<file path="src/design/scu_pkg.sv">
// shared constants and types for the smart-card uart and etu block
package scu_pkg;

    localparam int ADDR_W = 4;

    // register offsets
    localparam logic [3:0] OFF_CARD_CLOCK = 4'h1;
    localparam logic [3:0] OFF_DIVIDER    = 4'h2;
    localparam logic [3:0] OFF_CONFIG_TWO = 4'h3;
    localparam logic [3:0] OFF_CONFIG_ONE = 4'h6;
    localparam logic [3:0] OFF_MIXED      = 4'h7;
    localparam logic [3:0] OFF_EVENTS     = 4'h8;
    localparam logic [3:0] OFF_EVT_MASK   = 4'h9;
    localparam logic [3:0] OFF_HOLD       = 4'hD;
    localparam logic [3:0] OFF_STATUS     = 4'hE;

    // status bit positions
    localparam int ST_CHAR = 0;
    localparam int ST_FER  = 1;
    localparam int ST_OVR  = 2;

    // event bit positions (events and event mask share this layout)
    localparam int EV_CHAR = 0;
    localparam int EV_FER  = 1;
    localparam int EV_OVR  = 2;
    localparam int EV_WAKE = 3;
    localparam int EV_W    = 4;

    // reset values
    localparam logic [7:0]      DIVIDER_RESET  = 8'h00;
    localparam logic [7:0]      CONFIG_RESET   = 8'h00;
    localparam logic [EV_W-1:0] EVENTS_RESET   = 4'h0;
    localparam logic [4:0]      SYNC_RESET     = 5'h1C;

    // prescaler, counted in half card clocks so the half-unit option stays exact
    localparam logic [5:0] PRESCALE_31   = 6'h1F;
    localparam logic [5:0] PRESCALE_32   = 6'h20;
    localparam logic [6:0] PRE_TARGET_31 = 7'h3E;
    localparam logic [6:0] PRE_TARGET_32 = 7'h40;
    localparam logic [6:0] PRE_STEP_FULL = 7'h02;
    localparam logic [6:0] PRE_STEP_HALF = 7'h04;

    // frame timing in etu
    localparam logic [3:0] FRAME_ETU    = 4'hA;
    localparam logic [3:0] TX_END_ETU   = 4'hC;
    localparam logic [7:0] TS_INVERSE   = 8'h03;

    // time-based counts
    localparam int CLK_PERIOD_NS       = 100;
    localparam int STATUS_CLEAR_NS     = 2000;
    localparam int STATUS_CLEAR_CYCLES = STATUS_CLEAR_NS / CLK_PERIOD_NS;
    localparam int CHAR_CLEAR_CYCLES   = 3;

    typedef struct packed {
        logic [ADDR_W-1:0] addr;
        logic [7:0]        wdata;
        logic              wr;
        logic              rd;
    } scu_bus_s;

    typedef struct packed {
        logic wake_on_ext_irq_en;
        logic char_irq_mask;
        logic unused;
        logic wake_on_host_rx_en;
        logic sync_card_mode;
        logic auto_convention_n;
        logic half_unit_bit;
        logic prescaler_select;
    } scu_cfg2_s;

    typedef struct packed {
        logic [3:0] unused;
        logic       tx_mode;
        logic       last_char;
        logic       start_session;
        logic       convention_bit;
    } scu_cfg1_s;

    typedef enum logic [3:0] {
        ST_IDLE = 4'h1,
        ST_RX   = 4'h2,
        ST_TX   = 4'h4,
        ST_SYNC = 4'h8
    } scu_state_e;

endpackage

</file>
<file path="src/design/scu_uart.sv">
// smart-card uart status flags, etu configuration and character engine
//
// Implementation choice: strobed register access.
`timescale 1ns/1ps
`default_nettype none
// Summary of operation
// - new character while receive holding register full sets overrun flag.
// - io not released at 10.25 etu after start sets framing flag; status read clears.
// - status bit 0 means transmit empty in transmit mode, receive full in receive mode.
// - empty flag set when next character may be written; cleared by write or mode exit.
// - full flag set when receive buffer full; cleared when software reads it.
// - etu counted by 8-bit down-counter from divider value to one, auto reload.
// - wake enable plus falling external interrupt pin wakes from power-down only.
// - character interrupt mask blocks char interrupt; mixed status copy is polled.
// - wake enable plus falling host receive pin wakes from power-down only.
// - sync card mode bypasses engine; bit 0 of holding registers meets io line.
// - auto convention bit 1 uses software bit; 0 detects from first session char.
// - half-unit bit halves etu, unless card clock equals crystal clock.
// - prescaler 32 when select is 1, else 31; etu is prescaler times divider.
// - interrupt low while error flag set; flag clears 2 us after status read.
// - interrupt also low when char flag set and char mask clear.
// - char flag clears three cycles after holding access, and on transmit-to-receive.
module scu_uart (
    input  wire logic       CLOCK,
    input  wire logic       RST,
    input  wire logic [3:0] ADDR,
    input  wire logic [7:0] WDATA,
    input  wire logic       WR,
    input  wire logic       RD,
    output logic [7:0]      RDATA,
    input  wire logic       IO_IN,
    output logic            IO_OUT,
    output logic            IO_OE,
    input  wire logic       EXT_IRQ_PIN_N,
    input  wire logic       HOST_RX,
    input  wire logic       POWER_DOWN,
    input  wire logic       CARD_CLK_IS_XTAL,
    output logic            IRQ_OUT_N,
    output logic            WAKE,
    output logic            SYNC_CLK
);

    scu_pkg::scu_bus_s   bus;
    scu_pkg::scu_cfg1_s  cfg1;
    scu_pkg::scu_cfg2_s  cfg2;
    scu_pkg::scu_state_e state;

    logic [4:0]  pins_raw;
    logic [4:0]  sync1;
    logic [4:0]  sync2;
    logic [4:0]  sync3;
    logic        io_s;
    logic        io_fall;
    logic        ext_fall;
    logic        rx_pin_fall;
    logic        power_down_s;
    logic        clk_is_xtal_s;

    logic [7:0]  divider;
    logic        sync_clock_bit;
    logic [7:0]  tx_hold;
    logic [7:0]  rx_hold;
    logic        tx_pending;
    logic        rx_full;
    logic        overrun_flag;
    logic        framing_error_flag;
    logic        tx_empty_rx_full_flag;
    logic [scu_pkg::EV_W-1:0] events;
    logic [scu_pkg::EV_W-1:0] evt_mask;
    logic [scu_pkg::EV_W-1:0] evt_set;

    logic        etu_restart;
    logic        etu_tick;
    logic [12:0] etu_phase;
    logic [12:0] etu_period;
    logic [3:0]  etu_count;
    logic [7:0]  rx_raw;
    logic [9:0]  tx_shift;
    logic        convention_bit_detected;
    logic        convention_bit_done;
    logic        inverse;
    logic [7:0]  rx_decoded;
    logic [7:0]  tx_encoded;
    logic        tx_parity;

    logic        set_ovr;
    logic        set_fer;
    logic        set_char;
    logic        char_store;
    logic        tx_load;
    logic        tx_mode_q;
    logic        wake_event;
    logic [2:0]  char_clr_pipe;
    logic [4:0]  status_clr_cnt;
    logic [1:0]  status_clr_sel;
    logic        hold_wr;
    logic        hold_rd;
    logic        status_rd;

    assign bus = '{addr: ADDR, wdata: WDATA, wr: WR, rd: RD};
    assign hold_wr   = bus.wr && (bus.addr == scu_pkg::OFF_HOLD);
    assign hold_rd   = bus.rd && (bus.addr == scu_pkg::OFF_HOLD);
    assign status_rd = bus.rd && (bus.addr == scu_pkg::OFF_STATUS);

    // all pins cross into the clock domain through two flops before use
    assign pins_raw = {IO_IN, EXT_IRQ_PIN_N, HOST_RX, POWER_DOWN, CARD_CLK_IS_XTAL};
    genvar gi;
    generate
        for (gi = 0; gi < 5; gi++) begin : g_sync
            always_ff @(posedge CLOCK or posedge RST) begin
                if (RST) begin
                    sync1[gi] <= scu_pkg::SYNC_RESET[gi];
                    sync2[gi] <= scu_pkg::SYNC_RESET[gi];
                    sync3[gi] <= scu_pkg::SYNC_RESET[gi];
                end else begin
                    sync1[gi] <= pins_raw[gi];
                    sync2[gi] <= sync1[gi];
                    sync3[gi] <= sync2[gi];
                end
            end
        end
    endgenerate

    assign io_s          = sync2[4];
    assign io_fall       = sync3[4] && !sync2[4];
    assign ext_fall      = sync3[3] && !sync2[3];
    assign rx_pin_fall   = sync3[2] && !sync2[2];
    assign power_down_s  = sync2[1];
    assign clk_is_xtal_s = sync2[0];

    scu_etu_timer u_etu (
        .clk              (CLOCK),
        .rst              (RST),
        .restart          (etu_restart),
        .divider          (divider),
        .prescaler_select (cfg2.prescaler_select),
        .half_unit        (cfg2.half_unit_bit && !clk_is_xtal_s),
        .tick             (etu_tick),
        .phase            (etu_phase),
        .period           (etu_period)
    );

    // convention: software bit, or the one learnt from the first session character
    assign inverse = cfg2.auto_convention_n ? cfg1.convention_bit : convention_bit_detected;
    always_comb begin
        for (int i = 0; i < 8; i++) begin
            rx_decoded[i] = inverse ? !rx_raw[7-i] : rx_raw[i];
            tx_encoded[i] = inverse ? !tx_hold[7-i] : tx_hold[i];
        end
    end
    assign tx_parity = inverse ? !(^tx_hold) : (^tx_hold);

    // software-written registers
    always_ff @(posedge CLOCK or posedge RST) begin
        if (RST) begin
            divider        <= scu_pkg::DIVIDER_RESET;
            cfg1           <= scu_pkg::CONFIG_RESET;
            cfg2           <= scu_pkg::CONFIG_RESET;
            sync_clock_bit <= 1'b0;
            evt_mask       <= scu_pkg::EVENTS_RESET;
        end else if (bus.wr) begin
            unique case (bus.addr)
                scu_pkg::OFF_DIVIDER:    divider        <= bus.wdata;
                scu_pkg::OFF_CONFIG_TWO: cfg2           <= bus.wdata;
                scu_pkg::OFF_CONFIG_ONE: cfg1           <= bus.wdata;
                scu_pkg::OFF_CARD_CLOCK: sync_clock_bit <= bus.wdata[0];
                scu_pkg::OFF_EVT_MASK:   evt_mask       <= bus.wdata[scu_pkg::EV_W-1:0];
                default: ;
            endcase
        end
    end

    // character engine
    assign etu_restart = (state == scu_pkg::ST_IDLE) && !cfg2.sync_card_mode
                         && ((!cfg1.tx_mode && io_fall) || (cfg1.tx_mode && tx_pending));
    assign tx_load     = (state == scu_pkg::ST_IDLE) && !cfg2.sync_card_mode
                         && cfg1.tx_mode && tx_pending;
    assign char_store  = (state == scu_pkg::ST_RX) && (etu_count == scu_pkg::FRAME_ETU)
                         && (etu_phase == (etu_period >> 2));

    always_ff @(posedge CLOCK or posedge RST) begin
        if (RST) begin
            state     <= scu_pkg::ST_IDLE;
            etu_count <= 4'h0;
            rx_raw    <= 8'h00;
            tx_shift  <= 10'h3FF;
        end else begin
            unique case (state)
                scu_pkg::ST_IDLE: begin
                    etu_count <= 4'h0;
                    if (cfg2.sync_card_mode) begin
                        state <= scu_pkg::ST_SYNC;
                    end else if (tx_load) begin
                        tx_shift <= {tx_parity, tx_encoded, 1'b0};
                        state    <= scu_pkg::ST_TX;
                    end else if (etu_restart) begin
                        state <= scu_pkg::ST_RX;
                    end
                end
                scu_pkg::ST_RX: begin
                    if (etu_tick) begin
                        etu_count <= 4'(etu_count + 4'h1);
                    end
                    if (etu_phase == (etu_period >> 1) && etu_count >= 4'h1
                        && etu_count <= 4'h8) begin
                        rx_raw <= {io_s, rx_raw[7:1]};
                    end
                    if (char_store || cfg1.tx_mode) begin
                        state <= scu_pkg::ST_IDLE;
                    end
                end
                scu_pkg::ST_TX: begin
                    // frame of start, eight data, parity, then two etu released
                    if (etu_tick) begin
                        etu_count <= 4'(etu_count + 4'h1);
                        tx_shift  <= {1'b1, tx_shift[9:1]};
                    end
                    if (etu_tick && etu_count == 4'(scu_pkg::TX_END_ETU - 4'h1)) begin
                        state <= scu_pkg::ST_IDLE;
                    end
                end
                scu_pkg::ST_SYNC: begin
                    if (!cfg2.sync_card_mode) begin
                        state <= scu_pkg::ST_IDLE;
                    end
                end
            endcase
        end
    end

    // io line: open drain, only ever pulled low
    always_ff @(posedge CLOCK or posedge RST) begin
        if (RST) begin
            IO_OUT   <= 1'b0;
            IO_OE    <= 1'b0;
            SYNC_CLK <= 1'b0;
        end else begin
            IO_OUT   <= 1'b0;
            SYNC_CLK <= (state == scu_pkg::ST_SYNC) && sync_clock_bit;
            if (state == scu_pkg::ST_SYNC) begin
                IO_OE <= cfg1.tx_mode && !tx_hold[0];
            end else begin
                IO_OE <= (state == scu_pkg::ST_TX) && !tx_shift[0];
            end
        end
    end

    // holding registers
    always_ff @(posedge CLOCK or posedge RST) begin
        if (RST) begin
            tx_hold    <= 8'h00;
            tx_pending <= 1'b0;
            rx_hold    <= 8'h00;
            rx_full    <= 1'b0;
        end else begin
            if (hold_wr) begin
                tx_hold <= bus.wdata;
            end
            if (hold_wr && cfg1.tx_mode && !cfg2.sync_card_mode) begin
                tx_pending <= 1'b1;
            end else if (tx_load || !cfg1.tx_mode) begin
                tx_pending <= 1'b0;
            end
            if (state == scu_pkg::ST_SYNC && !cfg1.tx_mode) begin
                rx_hold <= {rx_hold[7:1], io_s};
            end else if (char_store) begin
                rx_hold <= rx_decoded;
            end
            if (char_store) begin
                rx_full <= 1'b1;
            end else if (hold_rd) begin
                rx_full <= 1'b0;
            end
        end
    end

    // convention detection restarts whenever the session bit drops
    always_ff @(posedge CLOCK or posedge RST) begin
        if (RST) begin
            convention_bit_detected <= 1'b0;
            convention_bit_done     <= 1'b0;
        end else if (!cfg1.start_session) begin
            convention_bit_done <= 1'b0;
        end else if (char_store && !convention_bit_done && !cfg2.auto_convention_n) begin
            convention_bit_detected <= (rx_raw == scu_pkg::TS_INVERSE);
            convention_bit_done     <= 1'b1;
        end
    end

    // flag set events
    assign set_ovr    = char_store && rx_full;
    assign set_fer    = char_store && !io_s;
    assign set_char   = char_store || tx_load || (cfg1.tx_mode && !tx_mode_q && !tx_pending);
    assign wake_event = power_down_s && ((cfg2.wake_on_ext_irq_en && ext_fall)
                        || (cfg2.wake_on_host_rx_en && rx_pin_fall));

    // char flag clears three cycles after a holding access
    always_ff @(posedge CLOCK or posedge RST) begin
        if (RST) begin
            char_clr_pipe <= 3'h0;
            tx_mode_q     <= 1'b0;
        end else begin
            char_clr_pipe <= {char_clr_pipe[1:0], hold_wr || hold_rd};
            tx_mode_q     <= cfg1.tx_mode;
        end
    end

    // one bit serves both directions; set wins over any clear
    always_ff @(posedge CLOCK or posedge RST) begin
        if (RST) begin
            tx_empty_rx_full_flag <= 1'b0;
        end else if (set_char) begin
            tx_empty_rx_full_flag <= 1'b1;
        end else if ((char_clr_pipe[scu_pkg::CHAR_CLEAR_CYCLES-1] && (tx_pending || !cfg1.tx_mode))
                     || (tx_mode_q && !cfg1.tx_mode)) begin
            tx_empty_rx_full_flag <= 1'b0;
        end
    end

    // error flags clear a fixed delay after the status read that saw them
    always_ff @(posedge CLOCK or posedge RST) begin
        if (RST) begin
            status_clr_cnt <= 5'h00;
            status_clr_sel <= 2'h0;
        end else if (status_rd) begin
            status_clr_cnt <= 5'(scu_pkg::STATUS_CLEAR_CYCLES);
            status_clr_sel <= {overrun_flag, framing_error_flag};
        end else if (status_clr_cnt != 5'h00) begin
            status_clr_cnt <= 5'(status_clr_cnt - 5'h01);
        end
    end

    always_ff @(posedge CLOCK or posedge RST) begin
        if (RST) begin
            overrun_flag       <= 1'b0;
            framing_error_flag <= 1'b0;
        end else begin
            if (set_ovr) begin
                overrun_flag <= 1'b1;
            end else if (status_clr_cnt == 5'h01 && status_clr_sel[1]) begin
                overrun_flag <= 1'b0;
            end
            if (set_fer) begin
                framing_error_flag <= 1'b1;
            end else if (status_clr_cnt == 5'h01 && status_clr_sel[0]) begin
                framing_error_flag <= 1'b0;
            end
        end
    end

    // sticky event log, write one to clear
    always_comb begin
        evt_set                   = '0;
        evt_set[scu_pkg::EV_CHAR] = set_char;
        evt_set[scu_pkg::EV_FER]  = set_fer;
        evt_set[scu_pkg::EV_OVR]  = set_ovr;
        evt_set[scu_pkg::EV_WAKE] = wake_event;
    end

    always_ff @(posedge CLOCK or posedge RST) begin
        if (RST) begin
            events <= scu_pkg::EVENTS_RESET;
        end else if (bus.wr && bus.addr == scu_pkg::OFF_EVENTS) begin
            events <= (events & ~bus.wdata[scu_pkg::EV_W-1:0]) | evt_set;
        end else begin
            events <= events | evt_set;
        end
    end

    always_ff @(posedge CLOCK or posedge RST) begin
        if (RST) begin
            IRQ_OUT_N <= 1'b1;
            WAKE      <= 1'b0;
        end else begin
            IRQ_OUT_N <= !(overrun_flag || framing_error_flag
                           || (tx_empty_rx_full_flag && !cfg2.char_irq_mask)
                           || (|(events & evt_mask)));
            WAKE      <= wake_event;
        end
    end

    // read data stands in the cycle after the strobe
    always_ff @(posedge CLOCK or posedge RST) begin
        if (RST) begin
            RDATA <= 8'h00;
        end else if (bus.rd) begin
            unique case (bus.addr)
                scu_pkg::OFF_DIVIDER:    RDATA <= divider;
                scu_pkg::OFF_CONFIG_TWO: RDATA <= cfg2;
                scu_pkg::OFF_CONFIG_ONE: RDATA <= cfg1;
                scu_pkg::OFF_CARD_CLOCK: RDATA <= {7'h00, sync_clock_bit};
                scu_pkg::OFF_HOLD:       RDATA <= rx_hold;
                scu_pkg::OFF_STATUS:     RDATA <= {5'h00, overrun_flag, framing_error_flag,
                                                   tx_empty_rx_full_flag};
                scu_pkg::OFF_MIXED:      RDATA <= {5'h00, state == scu_pkg::ST_TX, rx_full,
                                                   tx_empty_rx_full_flag};
                scu_pkg::OFF_EVENTS:     RDATA <= {4'h0, events};
                scu_pkg::OFF_EVT_MASK:   RDATA <= {4'h0, evt_mask};
                default:                 RDATA <= 8'h00;
            endcase
        end else begin
            RDATA <= 8'h00;
        end
    end

endmodule // scu_uart
`default_nettype wire

</file>
<file path="src/design/scu_etu_timer.sv">
// etu timing: prescaler plus 8-bit auto-reload down-counter
`timescale 1ns/1ps
`default_nettype none
module scu_etu_timer (
    input  wire logic       clk,
    input  wire logic       rst,
    input  wire logic       restart,
    input  wire logic [7:0] divider,
    input  wire logic       prescaler_select,
    input  wire logic       half_unit,
    output logic            tick,
    output logic [12:0]     phase,
    output logic [12:0]     period
);

    logic [6:0]  acc;
    logic [7:0]  down;
    logic [6:0]  step;
    logic [6:0]  target;
    logic [6:0]  sum;
    logic        pre_tick;
    logic [13:0] product;

    // prescaler runs in half clocks: a step of 4 halves the etu exactly
    assign step     = half_unit ? scu_pkg::PRE_STEP_HALF : scu_pkg::PRE_STEP_FULL;
    assign target   = prescaler_select ? scu_pkg::PRE_TARGET_32 : scu_pkg::PRE_TARGET_31;
    assign sum      = acc + step;
    assign pre_tick = (sum >= target);
    assign tick     = pre_tick && (down <= 8'h01) && !restart;

    always_ff @(posedge clk or posedge rst) begin
        if (rst) begin
            acc <= 7'h00;
        end else if (restart) begin
            acc <= 7'h00;
        end else if (pre_tick) begin
            acc <= 7'(sum - target);
        end else begin
            acc <= sum;
        end
    end

    // counts from the divider value down to one, then reloads
    always_ff @(posedge clk or posedge rst) begin
        if (rst) begin
            down <= 8'h00;
        end else if (restart) begin
            down <= divider;
        end else if (pre_tick) begin
            down <= (down <= 8'h01) ? divider : 8'(down - 8'h01);
        end
    end

    always_ff @(posedge clk or posedge rst) begin
        if (rst) begin
            phase <= 13'h0000;
        end else if (restart || tick) begin
            phase <= 13'h0000;
        end else begin
            phase <= 13'(phase + 13'h0001);
        end
    end

    // a divider of zero gives a zero period; mid-bit sampling then fires at phase 0
    assign product = {8'h00, (prescaler_select ? scu_pkg::PRESCALE_32 : scu_pkg::PRESCALE_31)}
                     * {6'h00, divider};
    assign period  = half_unit ? product[13:1] : product[12:0];

endmodule // scu_etu_timer
`default_nettype wire

</file>
<file path="config.mk">
export PLATFORM = sky130hd
export DESIGN_NAME = scu_uart
export DESIGN_NICKNAME = d
export VERILOG_FILES = /design/src/design/scu_pkg.sv /design/src/design/scu_uart.sv /design/src/design/scu_etu_timer.sv
export SDC_FILE = /design/constraint.sdc
export NUM_CORES = 1
export LEC_CHECK = 0
export BUFFER_PORTS_ARGS = -buffer_cell sky130_fd_sc_hd__buf_2
export CORE_ASPECT_RATIO = 0.9
export CORE_UTILIZATION = 60
export CTS_CLUSTER_DIAMETER = 150
export DETAILED_ROUTE_END_ITERATION = 12
export GPL_ROUTABILITY_DRIVEN = 0
export GPL_TIMING_DRIVEN = 1
export HOLD_SLACK_MARGIN = 0.08
export PLACE_DENSITY = 0.78
export SLEW_MARGIN = 20
export SYNTH_ARGS = -nofsm -noshare
export SYNTH_HDL_FRONTEND = slang
export SYNTH_SLANG_ARGS = --single-unit
</file>
<file path="constraint.sdc">
create_clock -name CLOCK -period 10.85 [get_ports CLOCK]
set_input_delay 1.6275 -clock CLOCK [delete_from_list [all_inputs] [get_ports CLOCK]]
set_output_delay 1.6275 -clock CLOCK [all_outputs]
set_load 0.03 [all_outputs]
</file>
# Word-level counts from Yosys, hierarchy flattened
# Index checks and enable logic that the tools add are counted.
[word_totals] ff_bits=146 inputBits=21 output_inout_bits=13 wordCells=272
[op_classes] add_sub_neg=6 n_mul=1 n_lt_le_gt_ge=4 n_eq_ne=28 mux=61 n_bitwise=6 n_reduce_logical=110
[ops] cell="one-hot mux 8 bit (9 select lines)" count=1
[ops] cell="logical AND 1 bit" count=41
[ops] cell="2-to-1 mux 1 bit" count=33
[ops] cell="2-to-1 mux 4 bit" count=8
[ops] cell="2-to-1 mux 8 bit" count=4
[ops] cell="zero test 1 bit" count=31
[ops] cell="2-to-1 mux 10 bit" count=3
[ops] cell="equality test 4 bit, second input constant" count=7
[ops] cell="2-to-1 mux 13 bit" count=2
[ops] cell="2-to-1 mux 7 bit" count=3
[ops] cell="one-hot mux 10 bit (2 select lines)" count=1
[ops] cell="nonzero test 2 bit" count=10
[ops] cell="AND reduction 2 bit" count=9
[ops] cell="one-hot mux 4 bit (4 select lines)" count=1
[ops] cell="multiplier 6 x 8 -> 14 bit" count=1
[ops] cell="adder 13 x 1 -> 13 bit, second input constant" count=1
[ops] cell="equality test 13 x 11 -> 1 bit" count=1
[ops] cell="equality test 13 x 12 -> 1 bit" count=1
[ops] cell="logical OR 1 bit" count=13
[ops] cell="equality test 4 x 2 -> 1 bit, second input constant" count=3
[ops] cell="equality test 4 x 3 -> 1 bit, second input constant" count=3
[ops] cell="2-to-1 mux 5 bit" count=2
[ops] cell="inequality test 2 bit, second input constant" count=5
[ops] cell="AND 4 bit" count=2
[ops] cell="other kinds (25)" count=30

# Logic depth before layout (Yosys ltp)
# Gate-level depths: netlist (run 1).
[logic_depth] ltp_word=10 ltp_mapped=20

# Hierarchy
# From an unflattened synthesis (run 1), not the netlist that was laid out.
[hier_totals] hier_cells=905 area_unflattened_um2=8858.5
[modules_own_cells] module="scu_uart" instances=1 cells_each=523 area_each_um2=5656.7 seq_area_each_um2=2979.1
[modules_own_cells] module="scu_etu_timer" instances=1 cells_each=382 area_each_um2=3201.8 seq_area_each_um2=675.6

# Least setup slack after synthesis (run 1)
# Ideal clock, no wire load.
[synth_path] path_kind="flip-flop to flip-flop" startpoint="register cfg2[0] (netlist name)" endpoint="register convention_bit_detected" arrival_time_ns=4.983 required_ns=10.725 slack_ns=5.743 path_stages_with_launch=18 path_buffers=1 period_less_slack_ns=5.107 cell_sequence="dfrtp_1 clkbuf_1 nor2b_1 fa_1 inv_1 fa_1 fa_1 inv_1 ha_1 o211ai_1 o21ai_1 xor2_1 mux2i_1 xnor2_1 nor4_1 nand4_2 nor4b_2 mux2_2"
[synth_between] elab_chain_len=8
[synth_lines] item="start: declaration" line="scu_uart.sv:45" source="scu_pkg::scu_cfg2_s cfg2;"
[synth_lines] item="start signal: assignment" line="scu_uart.sv:158" source="cfg2 <= scu_pkg::CONFIG_RESET;"
[synth_lines] item="start signal: assignment" line="scu_uart.sv:164" source="scu_pkg::OFF_CONFIG_TWO: cfg2 <= bus.wdata;"
[synth_lines] item="2-to-1 mux 6 bit" line="scu_etu_timer.sv:65" source="assign product = {8'h00, (prescaler_select ? scu_pkg::PRESCALE_32 : scu_pkg::PRESCALE_31)}"
[synth_lines] item="multiplier 6 x 8 -> 14 bit" line="scu_etu_timer.sv:66" source="* {6'h00, divider};"
[synth_lines] item="2-to-1 mux 13 bit" line="scu_etu_timer.sv:67" source="assign period = half_unit ? product[13:1] : product[12:0];"
[synth_lines] item="equality test 13 x 11 -> 1 bit" line="scu_uart.sv:179" source="&& (etu_phase == (etu_period >> 2));"
[synth_lines] item="logical AND 1 bit" line="scu_uart.sv:179"
[synth_lines] item="logical AND 1 bit (2 in series)" line="scu_uart.sv:284" source="end else if (char_store && !convention_bit_done && !cfg2.auto_convention_n) begin"
[synth_lines] item="AND reduction 2 bit (no line)"
[synth_lines] item="end signal: assignment" line="scu_uart.sv:285" source="convention_bit_detected <= (rx_raw == scu_pkg::TS_INVERSE);"
[synth_lines] item="end: declaration" line="scu_uart.sv:79" source="logic convention_bit_detected;"
# No other way between the ends.
# A chain may end at the register's enable or synchronous reset.

# Final worst setup path (run 1)
# Ends and elaborated chain as after synthesis.

==> flow_summary.yaml, run 1 <==
worst_setup_path:
  endpoint_kind: "register"
  startpoint: "cfg2[0]$_DFFE_PP0P_"
  r2r_setup_slack_ns: 4.68
  cp_max_fo: 29
  worstSetupStartpointType: "register"
  worst-setup-path-type: "register to register"
  r2r_start: "cfg2[0]$_DFFE_PP0P_"
  cp.arrival_ns: 6.49
  required_ns: 11.18
yosys:
  synth-main-ff-cell: "dfrtp_1"
  synth_nets: 1013
  ys_seq_area_share_pct: 40.4
  synth_area_um2: 9050
  ys_types: 70
  synth_area_leaders: "dfrtp_1 (34%), mux2_2 (7.1%), ha_1 (6.9%)"
  synth.cells.most_frequent: "dfrtp_1 (124), nor2_1 (74), nand2_1 (72)"
  synth_area_per_cell_um2: 9.76
  yosysWarnings: 0
  ys_async_sr_fraction_pct: 100
  syn_inst: 927
  yosysMostFrequentCell: "dfrtp_1"
  synth_top_area_share_pct: 34.3
  synth_top_area_cell: "dfrtp_1"
  synth-edff-count: 0
  synth_seq_cells: 145
cts:
  ctsHoldBuffers: 0
  cts_setup_buffers: 0
  cts_buffer_depth: 2
  clock-sinks: 145
  clockRootBuffer: "clkbuf_16"
  cts-htree-levels: 4
  cts_tree: "done"
  cts_made_buffers: 17
  cts_resized: 0
  insertion_delay_ns: 0.44
  clkSlewWorstSetupHoldPaths_ns: 0.07
timing:
  slew_violations: 0
  worstMarginPinSlew_ns: 1.06
  worst_slack_ns: 4.68
  fin_crit_ns: 6.17
  finClkSkew_ns: 0.0143
  rsz0062_at_grt: "no"
  finalSetupViolations: 0
  fmax_mhz: 162
  fin_crit_sh_pct: 56.8
  slew_headroom_pct: 29.4
  final_hold_viol_count: 0
  tns_ns: 0
global_routing:
  gr-usage-all-layers_pct: 27.0
  grt_pass1_vias: 6459
  overflow: 0
  antenna_found_initial: 0
  grt_max_degree: 94
  grt_pass1_wl_um: 33000
pwr:
  power_density_nw_per_um2: 301
  leakagePower_nw: 4.50
  ir_drop_mv: 0.171
floorplanning:
  boundaryPins: 34
  die_area_um2: 15600
  dieWidth_um: 131
  fp.dieH_um: 118
  core_um2: 14700
  start_util_pct: 61.5
  core.rowCount: 42
final_layout:
  final_cells: 1142
  final_core_util_pct: 67.3
  design_area_um2: 9900
  multiInputGateArea_um2: 4990
  fillers: 1146
  area_growth_pct: 9.42
  register_area_um2: 3650
  n_antenna_cell: 0
  drive_gt1_share_pct: 17.1
  nets: 1017
placed_design:
  dpl.cell_count: 1110
  pre_cts_ws_ns: 4.79
  postPlaceCellArea_um2: 9290
  port_buffers: 32
  dpl.hpwl_um: 13700
route:
  detail_route.wl_per_cell_um: 17.2
  dr.pass1.iters: 5
  viasPerCell: 5.90
  ant_nets: 0
  drc: 0
  drt_iter0_markers: 473
  vias: 6738
  drt-total-wl_um: 19700
min_path:
  worstHoldStart: "sync1[4]$_DFF_PP1_"
  hp-class: "register to register"
run:
  max-cap-violations: 0
status:
  status: "complete, no violations"
-- placed cells by master, fill, tap and decap left out, types with 13 or more instances in the layout --
cell and n:
nor2_1 74, a211oi_1 13, a21oi_1 42, mux2_2 57, nand2_1 72, ha_1 50
o21ai_0 57, clkbuf_16 17, dfrtp_1 124, xnor2_1 40, nor2b_1 26, buf_2 32
nor3_1 18, xor2_1 29, dfstp_2 21, fa_1 15, nand3_1 27, a21o_1 15
inv_1 56
-- state kept, by name, indices dropped and copies added, names as in the netlist, 4 cells and up --
register        count
sync1               5
tx_shift           10
cfg2                8
rx_hold             8
u_etu.acc           6
state               4
cfg1                8
etu_count           4
status_clr_cnt      5
RDATA               8
u_etu.phase        13
events              4
evt_mask            4
u_etu.down          8
divider             8
tx_hold             8
rx_raw              8
-- routing by layer --
layer / global-route usage, % / vias to the layer above / share of wire (%)
met4: 8.79 / 0 / 1.4
met1: 38.5 / 3299 / 47
met2: 41.8 / 160 / 47
met5: 0 / - / 0
met3: 4.85 / 26 / 5.0
li1: - / 3253 / -
-- final timing paths --
check	endpoint	depth (start not counted)
worst max-delay path	convention_bit_detected$_DFFE_PP0P_	16
worst min-delay path	io_s$_DFF_PP1_	0
worst max register to register	convention_bit_detected$_DFFE_PP0P_	16
worst min register to register	io_s$_DFF_PP1_	0
max in group asynchronous	u_etu.acc[2]$_DFF_PP0_	3
min in group asynchronous	IO_OE$_DFF_PP0_	2
-- kinds of logic after synthesis --
| kind of cell | Yosys count | share of synthesized area [%] |
|---|---|---|
| compound gates | 193 | 14.5 |
| mux | 65 | 7.98 |
| fa+ha+maj | 66 | 10.3 |
| simple gates | 280 | 15.4 |
| buf+inv | 107 | 4.55 |
| flops | 145 | 40.4 |
| xor+xnor | 70 | 6.86 |
| other cells | 1 | 0.0415 |
-- per-stage QoR --
| step | total power [mW] | hold slack, ns |
|---|---|---|
| floorplan | 2.10 | 0.331 |
| global placement | 2.34 | 0.334 |
| detailed placement | 2.37 | 0.337 |
| CTS | 2.99 | 0.357 |
| global route | 3.24 | 0.358 |
| finish | 2.98 | 0.355 |
-- critical path, stage by stage (launching register included) --
cell,delay [ns]
dfrtp_1,0.95
nor2b_1,0.29
fa_1,0.59
inv_1,0.05
fa_1,0.46
fa_1,0.54
inv_1,0.04
ha_1,0.38
o211ai_1,0.14
o21ai_1,0.25
xor2_1,0.40
mux2i_1,0.15
xnor2_1,0.16
nor4_1,0.32
nand4_2,0.55
nor4b_2,0.40
mux2_2,0.37
-- layout make-up --
class	instances	area share (%)
well taps	198	2.50
clock buffers	17	4.30
flip-flops and latches	145	36.9
clock inverters	15	1.85
multi-input cells	675	50.4
repair buffers	35	1.85
inverters	57	2.21
-- power by group --
part	leakage, nW	internal, mW	total (mW)	switching [mW]
registers	1.80	0.653	0.796	0.143
clock network	0.294	0.312	0.590	0.278
logic	2.41	0.702	1.59	0.893
No activity file was read; power rests on OpenSTA's default activity.
==> run 2: changes to the inputs <==
- ABC_AREA: unset -> 1
- clock period: 10.85 -> 5.72 ns (I/O delays scaled with it)
==> run 2 against run 1 <==
  * Fmax is 21% higher
  * First-iteration DRC count is 77% higher
  * Sequential power grew 80%
  * Critical path depth increased by 3
  * Combinational power grew 89%
  * Clock power up 76%
  * Core utilization grew 0.56 points
  * Worst setup slack worse by 4.1 ns
  * Register-to-register slack got worse by 4.1 ns
  * Critical path type unchanged
  * Critical endpoint is now framing_error_flag$_DFFE_PP0P_
  * Highest routed layer unchanged
==> flow_summary.yaml, run 2 <==
pwr:
  ir_drop_mv: 0.296
  power_density_nw_per_um2: 546
  leakagePower_nw: 5.02
cts:
  insertion_delay_ns: 0.42
  clock-sinks: 145
  ctsHoldBuffers: 0
  cts_buffer_depth: 2
  cts_tree: "done"
  clkSlewWorstSetupHoldPaths_ns: 0.07
  cts-htree-levels: 4
  clockRootBuffer: "clkbuf_16"
  cts_resized: 0
  cts_setup_buffers: 0
  cts_made_buffers: 17
worst_setup_path:
  worst-setup-path-type: "register to register"
  r2r_setup_slack_ns: 0.61
  r2r_start: "cfg2[0]$_DFFE_PP0P_"
  cp_max_fo: 18
  r2r_cells: 19
  required_ns: 6.04
  worstSetupStartpointType: "register"
  endpoint_kind: "register"
  cp.arrival_ns: 5.43
  rr_endpoint: "framing_error_flag$_DFFE_PP0P_"
timing:
  worstMarginPinSlew_ns: 0.836
  tns_ns: 0
  final_hold_viol_count: 0
  fmax_mhz: 196
  fin_crit_sh_pct: 89.4
  slew_headroom_pct: 44.2
  slew_violations: 0
  finClkSkew_ns: 0.0110
  fin_crit_ns: 5.11
  rsz0062_at_grt: "no"
  finalSetupViolations: 0
floorplanning:
  core_um2: 14800
  start_util_pct: 62.1
  fp.dieH_um: 119
  boundaryPins: 34
  die_area_um2: 15800
  core.rowCount: 42
  dieWidth_um: 133
final_layout:
  final_cell_mix: "nand2_1 (252), inv_1 (175), nand3_1 (130)"
  nets: 1301
  drive_gt1_share_pct: 10.0
  top_register: "u_etu.phase"
  area_growth_pct: 9.31
  final_core_util_pct: 67.8
  n_antenna_cell: 0
  final_common_cell: "nand2_1"
  largestRegisters: "u_etu.phase x13, tx_shift x10"
  largest_reg_flops: 13
  fillers: 1246
route:
  vias: 8078
  ant_nets: 0
  dr.pass1.iters: 5
  drt-total-wl_um: 21900
  drc: 0
  viasPerCell: 5.66
  detail_route.wl_per_cell_um: 15.3
  drt_iter0_markers: 839
yosys:
  synth-edff-count: 0
  synth_area_um2: 9200
  synth_top_area_cell: "dfrtp_1"
  yosysWarnings: 0
  yosysMostFrequentCell: "nand2_1"
  synth_area_leaders: "dfrtp_1 (34%), nand2_1 (10%), inv_1 (7.2%)"
  ys_async_sr_fraction_pct: 100
  ys_seq_area_share_pct: 39.7
  synth.cells.most_frequent: "nand2_1 (252), inv_1 (176), nand3_1 (130)"
  syn_inst: 1187
  synth_top_area_share_pct: 33.7
  synth_area_per_cell_um2: 7.75
  synth_nets: 1273
  ys_types: 49
  synth-main-ff-cell: "dfrtp_1"
  synth_seq_cells: 145
min_path:
  worstHoldStart: "char_clr_pipe[0]$_DFF_PP0_"
  hold_end: "char_clr_pipe[1]$_DFF_PP0_"
  min_path_cells: 0
  hp-class: "register to register"
placed_design:
  port_buffers: 32
  dpl.hpwl_um: 16000
status:
  status: "complete, no violations"
run:
  max-cap-violations: 0
global_routing:
  grt_max_degree: 92
  antenna_found_initial: 0
  overflow: 0
  grt_pass1_vias: 7594
  gr-usage-all-layers_pct: 29.8
  grt_pass1_wl_um: 37000
[run 2: cell count changes after synthesis, moves of 26 or more]
cell     before  now
o21ai_0      57   98
nor2b_1      26    0
inv_1        57  176
nand3_1      27  130
mux2_2       57    0
nand2_1      72  252
nor2_1       74  101
xnor2_1      40   11
[run 2: worst max-delay path by stage]
stage,slack (ns),cells after the start,to,start
floorplan,1.00,1,IO_OE$_DFF_PP0_,RST
global placement,0.84,20,rx_hold[0]$_DFFE_PP0P_,cfg2[0]$_DFFE_PP0P_
detailed placement,0.71,20,rx_hold[0]$_DFFE_PP0P_,cfg2[0]$_DFFE_PP0P_
CTS,0.67,19,framing_error_flag$_DFFE_PP0P_,cfg2[0]$_DFFE_PP0P_
global route,0.20,18,framing_error_flag$_DFFE_PP0P_,cfg2[0]$_DFFE_PP0P_
finish,0.61,19,framing_error_flag$_DFFE_PP0P_,cfg2[0]$_DFFE_PP0P_
[run 2: layout make-up]
type | instances | area (µm²) | area share [%]
multi-input combinational | 837 | 4740 | 47.2
sequential | 145 | 3650 | 36.4
inverter | 180 | 681 | 6.77
clock buffer | 17 | 425 | 4.23
tap | 198 | 248 | 2.46
timing repair buffer | 34 | 175 | 1.74
clock inverter | 15 | 124 | 1.23
[run 2: kinds of logic (layout without fill, tap and decap cells)]
logic type	Yosys count	count (layout)	share of synthesized area [%]
AO/OA/AOI/OAI	202	202	12.7
XOR/XNOR	25	25	2.38
adder cells (fa/ha/maj)	65	65	10.1
buffers and inverters	205	246	8.79
flip-flops	145	145	39.7
other	1	1	0.0408
AND/OR/NAND/NOR	544	544	26.3
[run 2: per-stage QoR]
step	power (mW)	instances	instance area [µm²]	hold WS, ns	setup WS, ns
after global routing	6.02	1426	10100	0.357	0.201
final	5.48	1426	10100	0.350	0.608
after global placement	4.31	1394	9500	0.331	0.840
after floorplan	3.81	1187	9200	0.331	1.00
after detailed placement	4.40	1394	9500	0.335	0.707
after CTS	5.48	1426	10000	0.349	0.668
[run 2: routing by layer]
metal  global-route usage, %  wire length (µm)
met1                    41.4              9950
met2                    48.1             10100
met3                    5.24              1330
met4                    8.69               518
met5                       0                 0
[run 2: power breakdown]
part / internal (mW) / switching (mW) / total, mW
clock: 0.568 / 0.476 / 1.04
sequential: 1.24 / 0.190 / 1.43
combinational: 1.07 / 1.94 / 3.01
[run 2: critical path, stage by stage (launching register included)]
cell and delay [ns]:
dfrtp_1 0.75, clkinv_1 0.46, o21ai_0 0.29, ha_1 0.26, inv_1 0.08, fa_1 0.43
fa_1 0.55, inv_1 0.04, ha_1 0.37, nand2_1 0.13, inv_1 0.05, a21oi_1 0.26
nand3_1 0.15, nand3_1 0.13, nand3_1 0.07, nand2_1 0.12, nand2_1 0.07, nor2_1 0.10
nand3_1 0.37, o21ai_0 0.34
==> run 3: changes to the inputs <==
- RECOVER_POWER: unset -> 100
==> run 3 against run 2 <==
  * Core utilization shrank 0.45 points
  * Sequential cell count stayed put
  * Fmax increased by 0.69%
  * The run now ends with capacitance limit, slew limit left
  * Sequential power barely moved
  * Final area decreased by 0.66%
==> flow_summary.yaml, run 3 (synthesis results as in run 2) <==
status:
  status: "finished with violations"
  violations: "capacitance limit, slew limit"
timing:
  fin_crit_sh_pct: 88.8
  tns_ns: 0
  slew_headroom_pct: -168
  slew_violations: 92
  finClkSkew_ns: 0.0119
  finalSetupViolations: 0
  final_hold_viol_count: 0
  fmax_mhz: 197
  worstMarginPinSlew_ns: 4.00
  rsz0062_at_grt: "no"
  fin_crit_ns: 5.08
min_path:
  hp-class: "register to register"
final_layout:
  final_common_cell: "nand2_1"
  largest_reg_flops: 13
  drive_gt1_share_pct: 7.65
  register_area_um2: 3650
  final_cell_mix: "nand2_1 (253), inv_1 (176), nand3_1 (130)"
  largestRegisters: "u_etu.phase x13, tx_shift x10"
  fillers: 1267
  nets: 1301
  area_growth_pct: 8.59
  top_register: "u_etu.phase"
  final_core_util_pct: 67.4
  multiInputGateArea_um2: 4710
  n_antenna_cell: 0
floorplanning:
  dieWidth_um: 133
  core_um2: 14800
  start_util_pct: 62.1
  boundaryPins: 34
  fp.dieH_um: 119
  die_area_um2: 15800
  core.rowCount: 42
cts:
  insertion_delay_ns: 0.42
  cts-htree-levels: 4
  cts_resized: 0
  cts_tree: "done"
  clockRootBuffer: "clkbuf_16"
  ctsHoldBuffers: 0
  cts_setup_buffers: 0
  cts_made_buffers: 17
  clkSlewWorstSetupHoldPaths_ns: 0.07
  cts_buffer_depth: 2
  clock-sinks: 145
worst_setup_path:
  r2r_cells: 19
  path_common_cell: "nand3_1"
  crit_slowest_cell: "dfrtp_1"
  worstSetupStartpointType: "register"
  worst-setup-path-type: "register to register"
  path_buf_inv: 4
  cp-endpoint: "framing_error_flag$_DFFE_PP0P_"
  cp_num_cells: 19
  path_cells: "clkinv_1 > o21ai_0 > ha_1 > inv_1 > fa_1 > fa_1 > inv_1 > ha_1 > nand2_1 > inv_1 > a21oi_1 > nand3_1 > nand3_1 > nand3_1 > nand2_1 > nand2_1 > nor2_1 > nand3_1 > o21ai_0"
  cp.arrival_ns: 5.40
  cp_max_fo: 18
  critical-path-max-stage-delay_ns: 0.75
  cpLargestDelayFamily: "adder cells"
  rr_endpoint: "framing_error_flag$_DFFE_PP0P_"
  r2r_start: "cfg2[0]$_DFFE_PP0P_"
  r2r_setup_slack_ns: 0.64
  startpoint: "cfg2[0]$_DFFE_PP0P_"
  endpoint_kind: "register"
  required_ns: 6.04
placed_design:
  dpl.hpwl_um: 16000
  port_buffers: 32
global_routing:
  gr-usage-all-layers_pct: 29.8
  overflow: 0
  grt_max_degree: 92
  grt_pass1_wl_um: 37000
  antenna_found_initial: 0
  grt_pass1_vias: 7594
route:
  dr.pass1.iters: 7
  drt-total-wl_um: 21900
  vias: 8080
  viasPerCell: 5.67
  ant_nets: 0
  drt_iter0_markers: 759
  drc: 0
  detail_route.wl_per_cell_um: 15.3
pwr:
  p_total_mw: 5.47
  power_density_nw_per_um2: 548
  leakagePower_nw: 4.94
  ir_drop_mv: 0.304
run:
  max-cap-violations: 1
run 3: final cells by class:
type | instances | area share [%]
clock buffer | 17 | 4.26
timing repair buffer | 34 | 1.49
sequential | 145 | 36.6
tap | 198 | 2.48
clock inverter | 15 | 1.24
multi-input combinational | 837 | 47.1
inverter | 180 | 6.78
run 3: routing by layer:
layer / part of all wire, % / GRT usage, %
met5: 0 / 0
met4: 2.1 / 8.69
met3: 5.6 / 5.24
met2: 46 / 48.1
met1: 46 / 41.4
run 3: worst min path at each step:
stage	from	end	slack [ns]	depth (start not counted)
2_1_floorplan	char_clr_pipe[0]$_DFF_PP0_	char_clr_pipe[1]$_DFF_PP0_	0.33	0
3_3_place_gp	char_clr_pipe[0]$_DFF_PP0_	char_clr_pipe[1]$_DFF_PP0_	0.33	0
3_5_place_dp	char_clr_pipe[0]$_DFF_PP0_	char_clr_pipe[1]$_DFF_PP0_	0.33	0
4_1_cts	char_clr_pipe[0]$_DFF_PP0_	char_clr_pipe[1]$_DFF_PP0_	0.35	0
5_1_grt	sync1[0]$_DFF_PP0_	clk_is_xtal_s$_DFF_PP0_	0.36	0
6_report	char_clr_pipe[0]$_DFF_PP0_	char_clr_pipe[1]$_DFF_PP0_	0.35	0
run 3: stage by stage:
step	cells	hold WS (ns)	setup slack [ns]	cell area (µm²)
after floorplan	1187	0.331	1.00	9200
after global placement	1394	0.331	0.840	9500
after detailed placement	1394	0.335	0.707	9500
after CTS	1426	0.349	0.668	10000
after global routing	1426	0.357	0.211	9990
final	1426	0.350	0.643	9990
run 3: worst reg2reg max path, cell delays in order (launching register included):
cell and delay, ns:
dfrtp_1 0.75, clkinv_1 0.46, o21ai_0 0.29, ha_1 0.26, inv_1 0.08, fa_1 0.43, fa_1 0.56, inv_1 0.04
ha_1 0.37, nand2_1 0.14, inv_1 0.05, a21oi_1 0.25, nand3_1 0.15, nand3_1 0.13, nand3_1 0.07, nand2_1 0.11
nand2_1 0.07, nor2_1 0.09, nand3_1 0.36, o21ai_0 0.33
run 3: report_power, final:
group,switching [mW],internal (mW)
logic,1.94,1.06
registers,0.190,1.24
clock network,0.476,0.568
total,2.61,2.87
